[config.mk]
export PLATFORM = sky130hd
export DESIGN_NAME = pcb_bank
export DESIGN_NICKNAME = d
export VERILOG_FILES = /design/src/core/pcb_bank.v
export VERILOG_INCLUDE_DIRS = /design/src /design/src/core
export SDC_FILE = /design/constraint.sdc
export NUM_CORES = 1
export LEC_CHECK = 0
export BUFFER_PORTS_ARGS = -buffer_cell sky130_fd_sc_hd__buf_2
export CELL_PAD_IN_SITES_DETAIL_PLACEMENT = 0
export CELL_PAD_IN_SITES_GLOBAL_PLACEMENT = 1
export CORE_MARGIN = 10
export CORE_UTILIZATION = 43
export DETAILED_ROUTE_END_ITERATION = 16
export GPL_TIMING_DRIVEN = 0
export PLACE_DENSITY_LB_ADDON = 0.1
export RECOVER_POWER = 50
export SYNTH_ARGS = -nofsm -noshare
export SYNTH_HDL_FRONTEND = slang
export SYNTH_SLANG_ARGS = --single-unit
[constraint.sdc]
create_clock -name clk -period 3.7 [get_ports clk]
set_clock_uncertainty 0.15 [all_clocks]
set_input_delay 0 -clock clk [delete_from_list [all_inputs] [get_ports clk]]
set_output_delay 0 -clock clk [all_outputs]
set_load 0.01 [all_outputs]
[src/core/pcb_regs.vh]
// Register map constants for the synthesizer configuration bank
`ifndef PCB_REGS_VH
`define PCB_REGS_VH
`define PCB_ADDR_STROBE  6'h00
`define PCB_ADDR_ENABLE  6'h01
`define PCB_ADDR_FORCE   6'h02
`define PCB_ADDR_REFPATH 6'h03
`define PCB_ADDR_DUTY    6'h04
`define PCB_ADDR_PDCTL   6'h05
`define PCB_ADDR_PDDLY   6'h06
`define PCB_ADDR_GAIN    6'h07
`define PCB_ADDR_TRIM    6'h08
`define PCB_RST_ENABLE   16'hFE9B
`define PCB_RST_FORCE    2'h3
`define PCB_RST_REFPATH  17'h0_8001
`define PCB_RST_DUTY     1'h0
`define PCB_RST_PDCTL    3'h6
`define PCB_RST_PDDLY    3'h2
`define PCB_RST_GAIN     10'h210
`define PCB_RST_TRIM     18'h2_0400
`define PCB_STB_SWRST    0
`define PCB_EN_BIAS      1
`define PCB_EN_REFDIV    2
`define PCB_EN_XMUX      3
`define PCB_EN_DIVDIG    4
`define PCB_EN_SQDIG     5
`define PCB_EN_SINDIG    6
`define PCB_EN_SQBUF     7
`define PCB_EN_SINBUF    8
`define PCB_EN_VCOCLK    9
`define PCB_EN_LKDPFD    11
`define PCB_EN_PUMP      12
`define PCB_EN_MODRUN    13
`define PCB_EN_LKDRUN    14
`define PCB_EN_CSGUARD   15
`define PCB_RP_SEL       14
`define PCB_RP_AUTO      15
`define PCB_RP_SIN       16
`endif

[src/core/pcb_bank.v]
// Configuration register bank of the fractional-N synthesizer
// How it works
// - Bias bit zero disables loop except clock and divider selects
// - Divider enable clear holds divider reset
// - Bit 9 picks modulator clock source
// - Bit 11 enables and resets lock detector
// - Pump enable clear tri-states pump output
// - Bit 13 low holds modulator reset
// - Bit 14 releases lock detect circuit
// - Bit 15 releases cycle slip flops
// - Buffers gated by sine select bit
// - Bits 3-6 gate reference clocks
// - Force enable drives held pin value
// - Ratio divides crystal; zero forbidden
// - Divider select, auto bypass ratio one
// - Duty bit lengthens prescaler low time
// - Bit 0 inverts detector polarity
// - Bits 1,2 mask up/down pulses
// - Two 5-bit pump gain codes
// - Two 4-bit trim codes
// - Two 4-bit leakage codes
// - Writes carry address then 24 data
// - Soft reset strobe restores defaults
`timescale 1ns/100ps
`default_nettype none
`include "pcb_regs.vh"
module pcb_bank (
  input  wire        clk,
  input  wire        rst,
  input  wire        wr_stb,
  input  wire [5:0]  wr_addr,
  input  wire [23:0] wr_data,
  input  wire [5:0]  rd_addr,
  output reg  [23:0] rd_data,
  output reg         loop_enable,
  output reg         vco_buf_enable,
  output reg         ref_div_run,
  output reg         ref_div_use,
  output reg  [13:0] ref_div_ratio,
  output reg         xmux_clk_gate,
  output reg         div_clk_gate,
  output reg         sq_clk_gate,
  output reg         sin_clk_gate,
  output reg         square_ref_buffer_enable,
  output reg         sine_ref_buffer_enable,
  output reg         mod_clk_from_vco,
  output reg         presc_bias_enable,
  output reg         lock_det_run,
  output reg         pump_output_enable,
  output reg         mod_run,
  output reg         lock_circ_run,
  output reg         cycle_slip_guard,
  output reg         lock_or_readback_pin_o,
  output reg         lock_or_readback_pin_oe,
  output reg         presc_long_low,
  output reg         pd_invert,
  output reg         pd_up_pass,
  output reg         pd_down_pass,
  output reg  [2:0]  pd_delay,
  output reg  [4:0]  pump_up_gain_code,
  output reg  [4:0]  pump_down_gain_code,
  output reg  [3:0]  pump_up_trim_code,
  output reg  [3:0]  pump_down_trim_code,
  output reg  [3:0]  pump_up_leak_code,
  output reg  [3:0]  pump_down_leak_code,
  output reg  [1:0]  pump_dummy_bias_code
);

  // ----------------------------------------
  // Register storage
  // ----------------------------------------
  reg [15:0] enable_and_reset_control;
  reg [1:0]  readback_pin_force;
  reg [16:0] reference_path_control;
  reg [0:0]  prescaler_duty_control;
  reg [2:0]  phase_detector_control;
  reg [2:0]  phase_detector_delay;
  reg [9:0]  pump_current_gain;
  reg [17:0] pump_trim_offset;

  // ----------------------------------------
  // Write decode
  // ----------------------------------------
  wire soft_reset;
  assign soft_reset = wr_stb && (wr_addr == `PCB_ADDR_STROBE) &&
                      wr_data[`PCB_STB_SWRST];

  always @(posedge clk) begin
    if (rst || soft_reset) begin
      enable_and_reset_control <= `PCB_RST_ENABLE;
      readback_pin_force       <= `PCB_RST_FORCE;
      reference_path_control   <= `PCB_RST_REFPATH;
      prescaler_duty_control   <= `PCB_RST_DUTY;
      phase_detector_control   <= `PCB_RST_PDCTL;
      phase_detector_delay     <= `PCB_RST_PDDLY;
      pump_current_gain        <= `PCB_RST_GAIN;
      pump_trim_offset         <= `PCB_RST_TRIM;
    end else if (wr_stb) begin
      if (wr_addr == `PCB_ADDR_ENABLE) begin
        enable_and_reset_control <= wr_data[15:0];
      end else if (wr_addr == `PCB_ADDR_FORCE) begin
        readback_pin_force <= wr_data[1:0];
      end else if (wr_addr == `PCB_ADDR_REFPATH) begin
        reference_path_control <= wr_data[16:0];
      end else if (wr_addr == `PCB_ADDR_DUTY) begin
        prescaler_duty_control <= wr_data[0:0];
      end else if (wr_addr == `PCB_ADDR_PDCTL) begin
        phase_detector_control <= wr_data[2:0];
      end else if (wr_addr == `PCB_ADDR_PDDLY) begin
        phase_detector_delay <= wr_data[2:0];
      end else if (wr_addr == `PCB_ADDR_GAIN) begin
        pump_current_gain <= wr_data[9:0];
      end else if (wr_addr == `PCB_ADDR_TRIM) begin
        pump_trim_offset <= wr_data[17:0];
      end
    end
  end

  // ----------------------------------------
  // Readback
  // ----------------------------------------
  reg [23:0] next_rd_data;
  always @* begin
    next_rd_data = 24'h00_0000;
    if (rd_addr == `PCB_ADDR_ENABLE) begin
      next_rd_data = {8'h00, enable_and_reset_control};
    end else if (rd_addr == `PCB_ADDR_FORCE) begin
      next_rd_data = {22'h00_0000, readback_pin_force};
    end else if (rd_addr == `PCB_ADDR_REFPATH) begin
      next_rd_data = {7'h00, reference_path_control};
    end else if (rd_addr == `PCB_ADDR_DUTY) begin
      next_rd_data = {23'h00_0000, prescaler_duty_control};
    end else if (rd_addr == `PCB_ADDR_PDCTL) begin
      next_rd_data = {21'h00_0000, phase_detector_control};
    end else if (rd_addr == `PCB_ADDR_PDDLY) begin
      next_rd_data = {21'h00_0000, phase_detector_delay};
    end else if (rd_addr == `PCB_ADDR_GAIN) begin
      next_rd_data = {14'h0000, pump_current_gain};
    end else if (rd_addr == `PCB_ADDR_TRIM) begin
      next_rd_data = {6'h00, pump_trim_offset};
    end
  end

  // ----------------------------------------
  // Derived controls
  // ----------------------------------------
  wire [15:0] en;
  wire        bias;
  wire        sin_sel;
  wire        ratio_one;
  assign en        = enable_and_reset_control;
  assign bias      = en[`PCB_EN_BIAS];
  assign sin_sel   = reference_path_control[`PCB_RP_SIN];
  assign ratio_one = (reference_path_control[13:0] == 14'h0001);

  // ----------------------------------------
  // Next output values
  // ----------------------------------------
  reg        next_loop_enable;
  reg        next_vco_buf_enable;
  reg        next_ref_div_run;
  reg        next_ref_div_use;
  reg [13:0] next_ref_div_ratio;
  reg        next_xmux_clk_gate;
  reg        next_div_clk_gate;
  reg        next_sq_clk_gate;
  reg        next_sin_clk_gate;
  reg        next_square_ref_buffer_enable;
  reg        next_sine_ref_buffer_enable;
  reg        next_mod_clk_from_vco;
  reg        next_presc_bias_enable;
  reg        next_lock_det_run;
  reg        next_pump_output_enable;
  reg        next_mod_run;
  reg        next_lock_circ_run;
  reg        next_cycle_slip_guard;
  reg        next_lock_or_readback_pin_o;
  reg        next_lock_or_readback_pin_oe;
  reg        next_presc_long_low;
  reg        next_pd_invert;
  reg        next_pd_up_pass;
  reg        next_pd_down_pass;
  reg [2:0]  next_pd_delay;
  reg [4:0]  next_pump_up_gain_code;
  reg [4:0]  next_pump_down_gain_code;
  reg [3:0]  next_pump_up_trim_code;
  reg [3:0]  next_pump_down_trim_code;
  reg [3:0]  next_pump_up_leak_code;
  reg [3:0]  next_pump_down_leak_code;
  reg [1:0]  next_pump_dummy_bias_code;

  always @* begin
    next_loop_enable       = bias;
    next_vco_buf_enable    = bias & en[0];
    next_presc_bias_enable = bias & en[10];
    next_ref_div_run = bias & en[`PCB_EN_REFDIV];
    next_ref_div_use = en[`PCB_EN_REFDIV] &
                       (reference_path_control[`PCB_RP_AUTO] ? ~ratio_one :
                        reference_path_control[`PCB_RP_SEL]);
    next_ref_div_ratio = reference_path_control[13:0];

    next_xmux_clk_gate = bias & en[`PCB_EN_XMUX];
    next_div_clk_gate  = bias & en[`PCB_EN_DIVDIG];
    next_sq_clk_gate   = bias & en[`PCB_EN_SQDIG];
    next_sin_clk_gate  = bias & en[`PCB_EN_SINDIG];
    next_square_ref_buffer_enable = bias & en[`PCB_EN_SQBUF] & ~sin_sel;
    next_sine_ref_buffer_enable   = bias & en[`PCB_EN_SINBUF] & sin_sel;

    next_mod_clk_from_vco = en[`PCB_EN_VCOCLK];
    next_lock_det_run = bias & en[`PCB_EN_LKDPFD];
    next_pump_output_enable = bias & en[`PCB_EN_PUMP];
    next_mod_run = bias & en[`PCB_EN_MODRUN];
    next_lock_circ_run = bias & en[`PCB_EN_LKDRUN];
    next_cycle_slip_guard = bias & en[`PCB_EN_CSGUARD];

    next_lock_or_readback_pin_o  = readback_pin_force[0];
    next_lock_or_readback_pin_oe = readback_pin_force[1];
    next_presc_long_low = prescaler_duty_control[0];
    next_pd_invert    = phase_detector_control[0];
    next_pd_up_pass   = phase_detector_control[1];
    next_pd_down_pass = phase_detector_control[2];
    next_pd_delay     = phase_detector_delay;

    next_pump_up_gain_code   = pump_current_gain[4:0];
    next_pump_down_gain_code = pump_current_gain[9:5];
    next_pump_up_trim_code   = pump_trim_offset[3:0];
    next_pump_down_trim_code = pump_trim_offset[7:4];
    next_pump_up_leak_code   = pump_trim_offset[11:8];
    next_pump_down_leak_code = pump_trim_offset[15:12];
    next_pump_dummy_bias_code = pump_trim_offset[17:16];
  end

  // ----------------------------------------
  // Output registers
  // ----------------------------------------
  always @(posedge clk) begin
    if (rst) begin
      rd_data                  <= 24'h00_0000;
      loop_enable              <= 1'b0;
      vco_buf_enable           <= 1'b0;
      ref_div_run              <= 1'b0;
      ref_div_use              <= 1'b0;
      ref_div_ratio            <= 14'h0001;
      xmux_clk_gate            <= 1'b0;
      div_clk_gate             <= 1'b0;
      sq_clk_gate              <= 1'b0;
      sin_clk_gate             <= 1'b0;
      square_ref_buffer_enable <= 1'b0;
      sine_ref_buffer_enable   <= 1'b0;
      mod_clk_from_vco         <= 1'b0;
      presc_bias_enable        <= 1'b0;
      lock_det_run             <= 1'b0;
      pump_output_enable       <= 1'b0;
      mod_run                  <= 1'b0;
      lock_circ_run            <= 1'b0;
      cycle_slip_guard         <= 1'b0;
      lock_or_readback_pin_o   <= 1'b0;
      lock_or_readback_pin_oe  <= 1'b0;
      presc_long_low           <= 1'b0;
      pd_invert                <= 1'b0;
      pd_up_pass               <= 1'b0;
      pd_down_pass             <= 1'b0;
      pd_delay                 <= 3'h0;
      pump_up_gain_code        <= 5'h00;
      pump_down_gain_code      <= 5'h00;
      pump_up_trim_code        <= 4'h0;
      pump_down_trim_code      <= 4'h0;
      pump_up_leak_code        <= 4'h0;
      pump_down_leak_code      <= 4'h0;
      pump_dummy_bias_code     <= 2'h0;
    end else begin
      rd_data                  <= next_rd_data;
      loop_enable              <= next_loop_enable;
      vco_buf_enable           <= next_vco_buf_enable;
      ref_div_run              <= next_ref_div_run;
      ref_div_use              <= next_ref_div_use;
      ref_div_ratio            <= next_ref_div_ratio;
      xmux_clk_gate            <= next_xmux_clk_gate;
      div_clk_gate             <= next_div_clk_gate;
      sq_clk_gate              <= next_sq_clk_gate;
      sin_clk_gate             <= next_sin_clk_gate;
      square_ref_buffer_enable <= next_square_ref_buffer_enable;
      sine_ref_buffer_enable   <= next_sine_ref_buffer_enable;
      mod_clk_from_vco         <= next_mod_clk_from_vco;
      presc_bias_enable        <= next_presc_bias_enable;
      lock_det_run             <= next_lock_det_run;
      pump_output_enable       <= next_pump_output_enable;
      mod_run                  <= next_mod_run;
      lock_circ_run            <= next_lock_circ_run;
      cycle_slip_guard         <= next_cycle_slip_guard;
      lock_or_readback_pin_o   <= next_lock_or_readback_pin_o;
      lock_or_readback_pin_oe  <= next_lock_or_readback_pin_oe;
      presc_long_low           <= next_presc_long_low;
      pd_invert                <= next_pd_invert;
      pd_up_pass               <= next_pd_up_pass;
      pd_down_pass             <= next_pd_down_pass;
      pd_delay                 <= next_pd_delay;
      pump_up_gain_code        <= next_pump_up_gain_code;
      pump_down_gain_code      <= next_pump_down_gain_code;
      pump_up_trim_code        <= next_pump_up_trim_code;
      pump_down_trim_code      <= next_pump_down_trim_code;
      pump_up_leak_code        <= next_pump_up_leak_code;
      pump_down_leak_code      <= next_pump_down_leak_code;
      pump_dummy_bias_code     <= next_pump_dummy_bias_code;
    end
  end

endmodule
`default_nettype wire

==> run summary <==
Worst slew pin tran: 1.06 ns
Initial antenna violation count: 0
Largest net degree at the start of global routing: 17
Filler instances: 1242
Hold WC Path Type: in -> reg
Wire length per cell: 17.9 um
Register area share after synthesis: 56.9%
# clock sinks: 156
Met2 Use GR: 30.5%
Most common flop cell mapped by yosys: dfxtp_1
Final nets: 776
Fin crit period: 2.76 ns
Share of post-route cells with drive strength above 1: 12.5%
Drt first pass iters: 4
Synth Cell Area: 5490 sq um
Core area: 12600 sq um
Worst EP required: 3.86 ns
Library cells used by synthesis: 44
Initial Util: 43.7%
Synth warnings: 0
Worst Path Arrival: 2.91 ns
Die Span Y: 133 um
Met3 Usage GRT: 5.72%
Pwr Density: 520 nW/um^2
Final Hold Viols: 0
DRC: 0
Ant. Diodes: 0
TNS Setup: 0 ns
Routed vias: 4554
Num CTS Buffers: 17
Die area: 17700 sq um
Worst setup SP type: input pin
Fraction of registers with async set/reset: 0%
#FFs+latches synth: 156
DRT Wirelength: 16500 um
GRT Util Overall: 18.7%
Top Usage Layer GRT: met2
Count of final setup violators: 0
Setup CP Type: in -> reg
Max Cap Viol: 0
IO Pins: 131
Relative slew slack: 29.2%
Clock root buffer: clkbuf_16
Mean area per synthesized cell: 9.77 sq um
Synth top area cells: dfxtp_1 57%, mux2i_1 6.9%, nor2b_1 6.5%, nand2_1 5.9%, a22oi_1 3.1%
CP max FO: 10
Final global-route overflow total: 0
Crit path launch: rst
Worst VDD drop: 0.000246 V
Worst-Skew Late Latency: 0.42 ns
Chip width: 133 um
DR vias/cell: 4.94
First-pass GRT wire length: 25700 um
Post-synth EDFFs: 0
Dpl hpwl: 11800 um
RSZ-0062 raised after global routing: no
Fmax achieved: 363 MHz
FP Rows: 41
Critical path endpoint category: register
Post-route ant nets: 0
Fin crit share: 74.5%
Max-slew violations: 0
Status: finished, final reports clean
Placer congestion estimate: 0.943
TritonCTS clock tree: built
Tot Pwr: 3.73 mW
H-tree depth: 4
Max Buffers Root-to-Sink: 2
Met1 usage: 22.0%
Initial DRC Count: 252
Yosys top cell area share: 56.9%
Vias in the first global route: 4717
Layout Cells excl Fill: 922
R2R Setup Slk: 1.90 ns
FF-to-FF path depth: 5
P_leak: 3.05 nW
Crit Reg-Reg Startpoint: reference_path_control[1]
Placed Cells incl. Taps: 856
Largest area contributor in the netlist: dfxtp_1
RR Endpoint: rd_data[1]
Critical Path End: rd_data[2]
Cells after synthesis: 562
Clock transition at path regs: 0.06 ns
Layout area overhead: 30.7%
IO Port Bufs: 117
-- where the power goes --
part           switching [mW]  total [mW]  internal (mW)
Clock                   0.686        1.84           1.15
Combinational           0.115       0.189         0.0739
Sequential            0.00708        1.71           1.70
-- per-layer routing --
layer	routed length [um]	vias to the layer above
li1	-	2236
met1	7180	2148
met2	7900	144
met3	1080	26
met4	387	0
met5	0	-
-- cells by family after synthesis --
| group | share of synthesized area, % |
|---|---|
| AND/OR/NAND/NOR | 23.3 |
| buffers and inverters | 4.28 |
| AO/OA/AOI/OAI | 8.57 |
| multiplexers | 6.93 |
| other | 0.0683 |
| flip-flops | 56.9 |
-- critical path, cell delays in order --
cell and delay [ns]:
dlygate4sd3_1 0.55, clkbuf_1 0.42, clkbuf_1 0.63, clkbuf_1 0.52, o22ai_1 0.19, dlygate4sd3_1 0.59
-- how the worst min path moves through the flow --
stage | slack, ns | start | end | depth (start not counted)
global route | 0.16 | rd_addr[5] | rd_data[0] | 5
global placement | 0.07 | wr_data[17] | pump_trim_offset[17] | 3
floorplan | -0.03 | wr_data[10] | en[10] | 2
finish | 0.1 | rd_addr[1] | rd_data[4] | 5
detailed placement | 0.08 | wr_data[17] | pump_trim_offset[17] | 3
CTS | 0.08 | rd_addr[5] | rd_data[0] | 5
-- sequential cells by signal, indices dropped and copies added (netlist names), 2 cells and up --
register	flops
pump_trim_offset	18
rd_data	18
reference_path_control	17
en	16
ref_div_ratio	14
pump_current_gain	10
pump_down_gain_code	5
pump_up_gain_code	5
pump_down_leak_code	4
pump_down_trim_code	4
pump_up_leak_code	4
pump_up_trim_code	4
next_pd_delay	3
pd_delay	3
phase_detector_control	3
pump_dummy_bias_code	2
readback_pin_force	2
-- cells in the mapped netlist (2+ instances only) --
cell type    n
a22oi_1     23
o22ai_1      2
and3b_1      2
nor2_1      38
a22o_1       2
clkbuf_1    14
a31oi_1      2
and3_1       6
o21ai_0      7
buf_4       13
nand3_1     21
nor2b_1     57
nand2b_1     5
and2_1      13
o21ai_1     10
a21o_1       3
buf_6        2
dfxtp_1    156
nor4_1       3
nand2_1     86
buf_2       10
mux2i_1     38
nor3_1       4
nand4_1      3
and4_1       3
a21oi_1     21
-- placed cells by master (no fill, tap or decap), types with 2 or more instances in the layout --
cell type and instances:
a21o_1 3, a21oi_1 21, a22o_1 2, a22oi_1 23, a31oi_1 2, and2_0 2, and2_1 11, and3_1 6
and3b_1 2, and4_1 3, buf_2 40, buf_4 13, buf_6 2, bufinv_16 4, clkbuf_1 102, clkbuf_16 17
clkinv_2 2, clkinv_4 5, conb_1 6, dfxtp_1 156, dlygate4sd3_1 34, mux2i_1 38, nand2_1 86, nand2b_1 5
nand3_1 21, nand4_1 3, nor2_1 38, nor2b_1 57, nor3_1 4, nor4_1 3, o21ai_0 7, o21ai_1 10
o22ai_1 2
-- metrics by stage --
step	cell area, sq um	util, %	worst slack, ns	hold slack [ns]
2_1_floorplan	5510	-	2.39	-0.0273
3_3_place_gp	6310	50.2	1.83	0.0696
3_5_place_dp	6310	50.2	1.84	0.0812
4_1_cts	7280	58.0	1.21	0.0819
5_1_grt	7180	57.1	0.820	0.155
6_report	7180	57.1	0.945	0.0963
-- timing repair --
action	CTS	global route
hold endpoints to repair	67	0
hold buffers	34	0
resized for setup	0	0
setup buffers	0	0
-- layout make-up --
| type | instances | area [sq um] | area share (%) |
|---|---|---|---|
| buffer | 41 | 230 | 3.21 |
| sequential | 156 | 3120 | 43.5 |
| clock inverter | 13 | 190 | 2.65 |
| timing repair buffer | 151 | 818 | 11.4 |
| tap | 172 | 215 | 3.00 |
| multi-input combinational | 369 | 2150 | 30.0 |
| clock buffer | 19 | 443 | 6.17 |
| inverter | 1 | 3.75 | 0.0523 |
No activity file was read; power rests on OpenSTA's default activity.
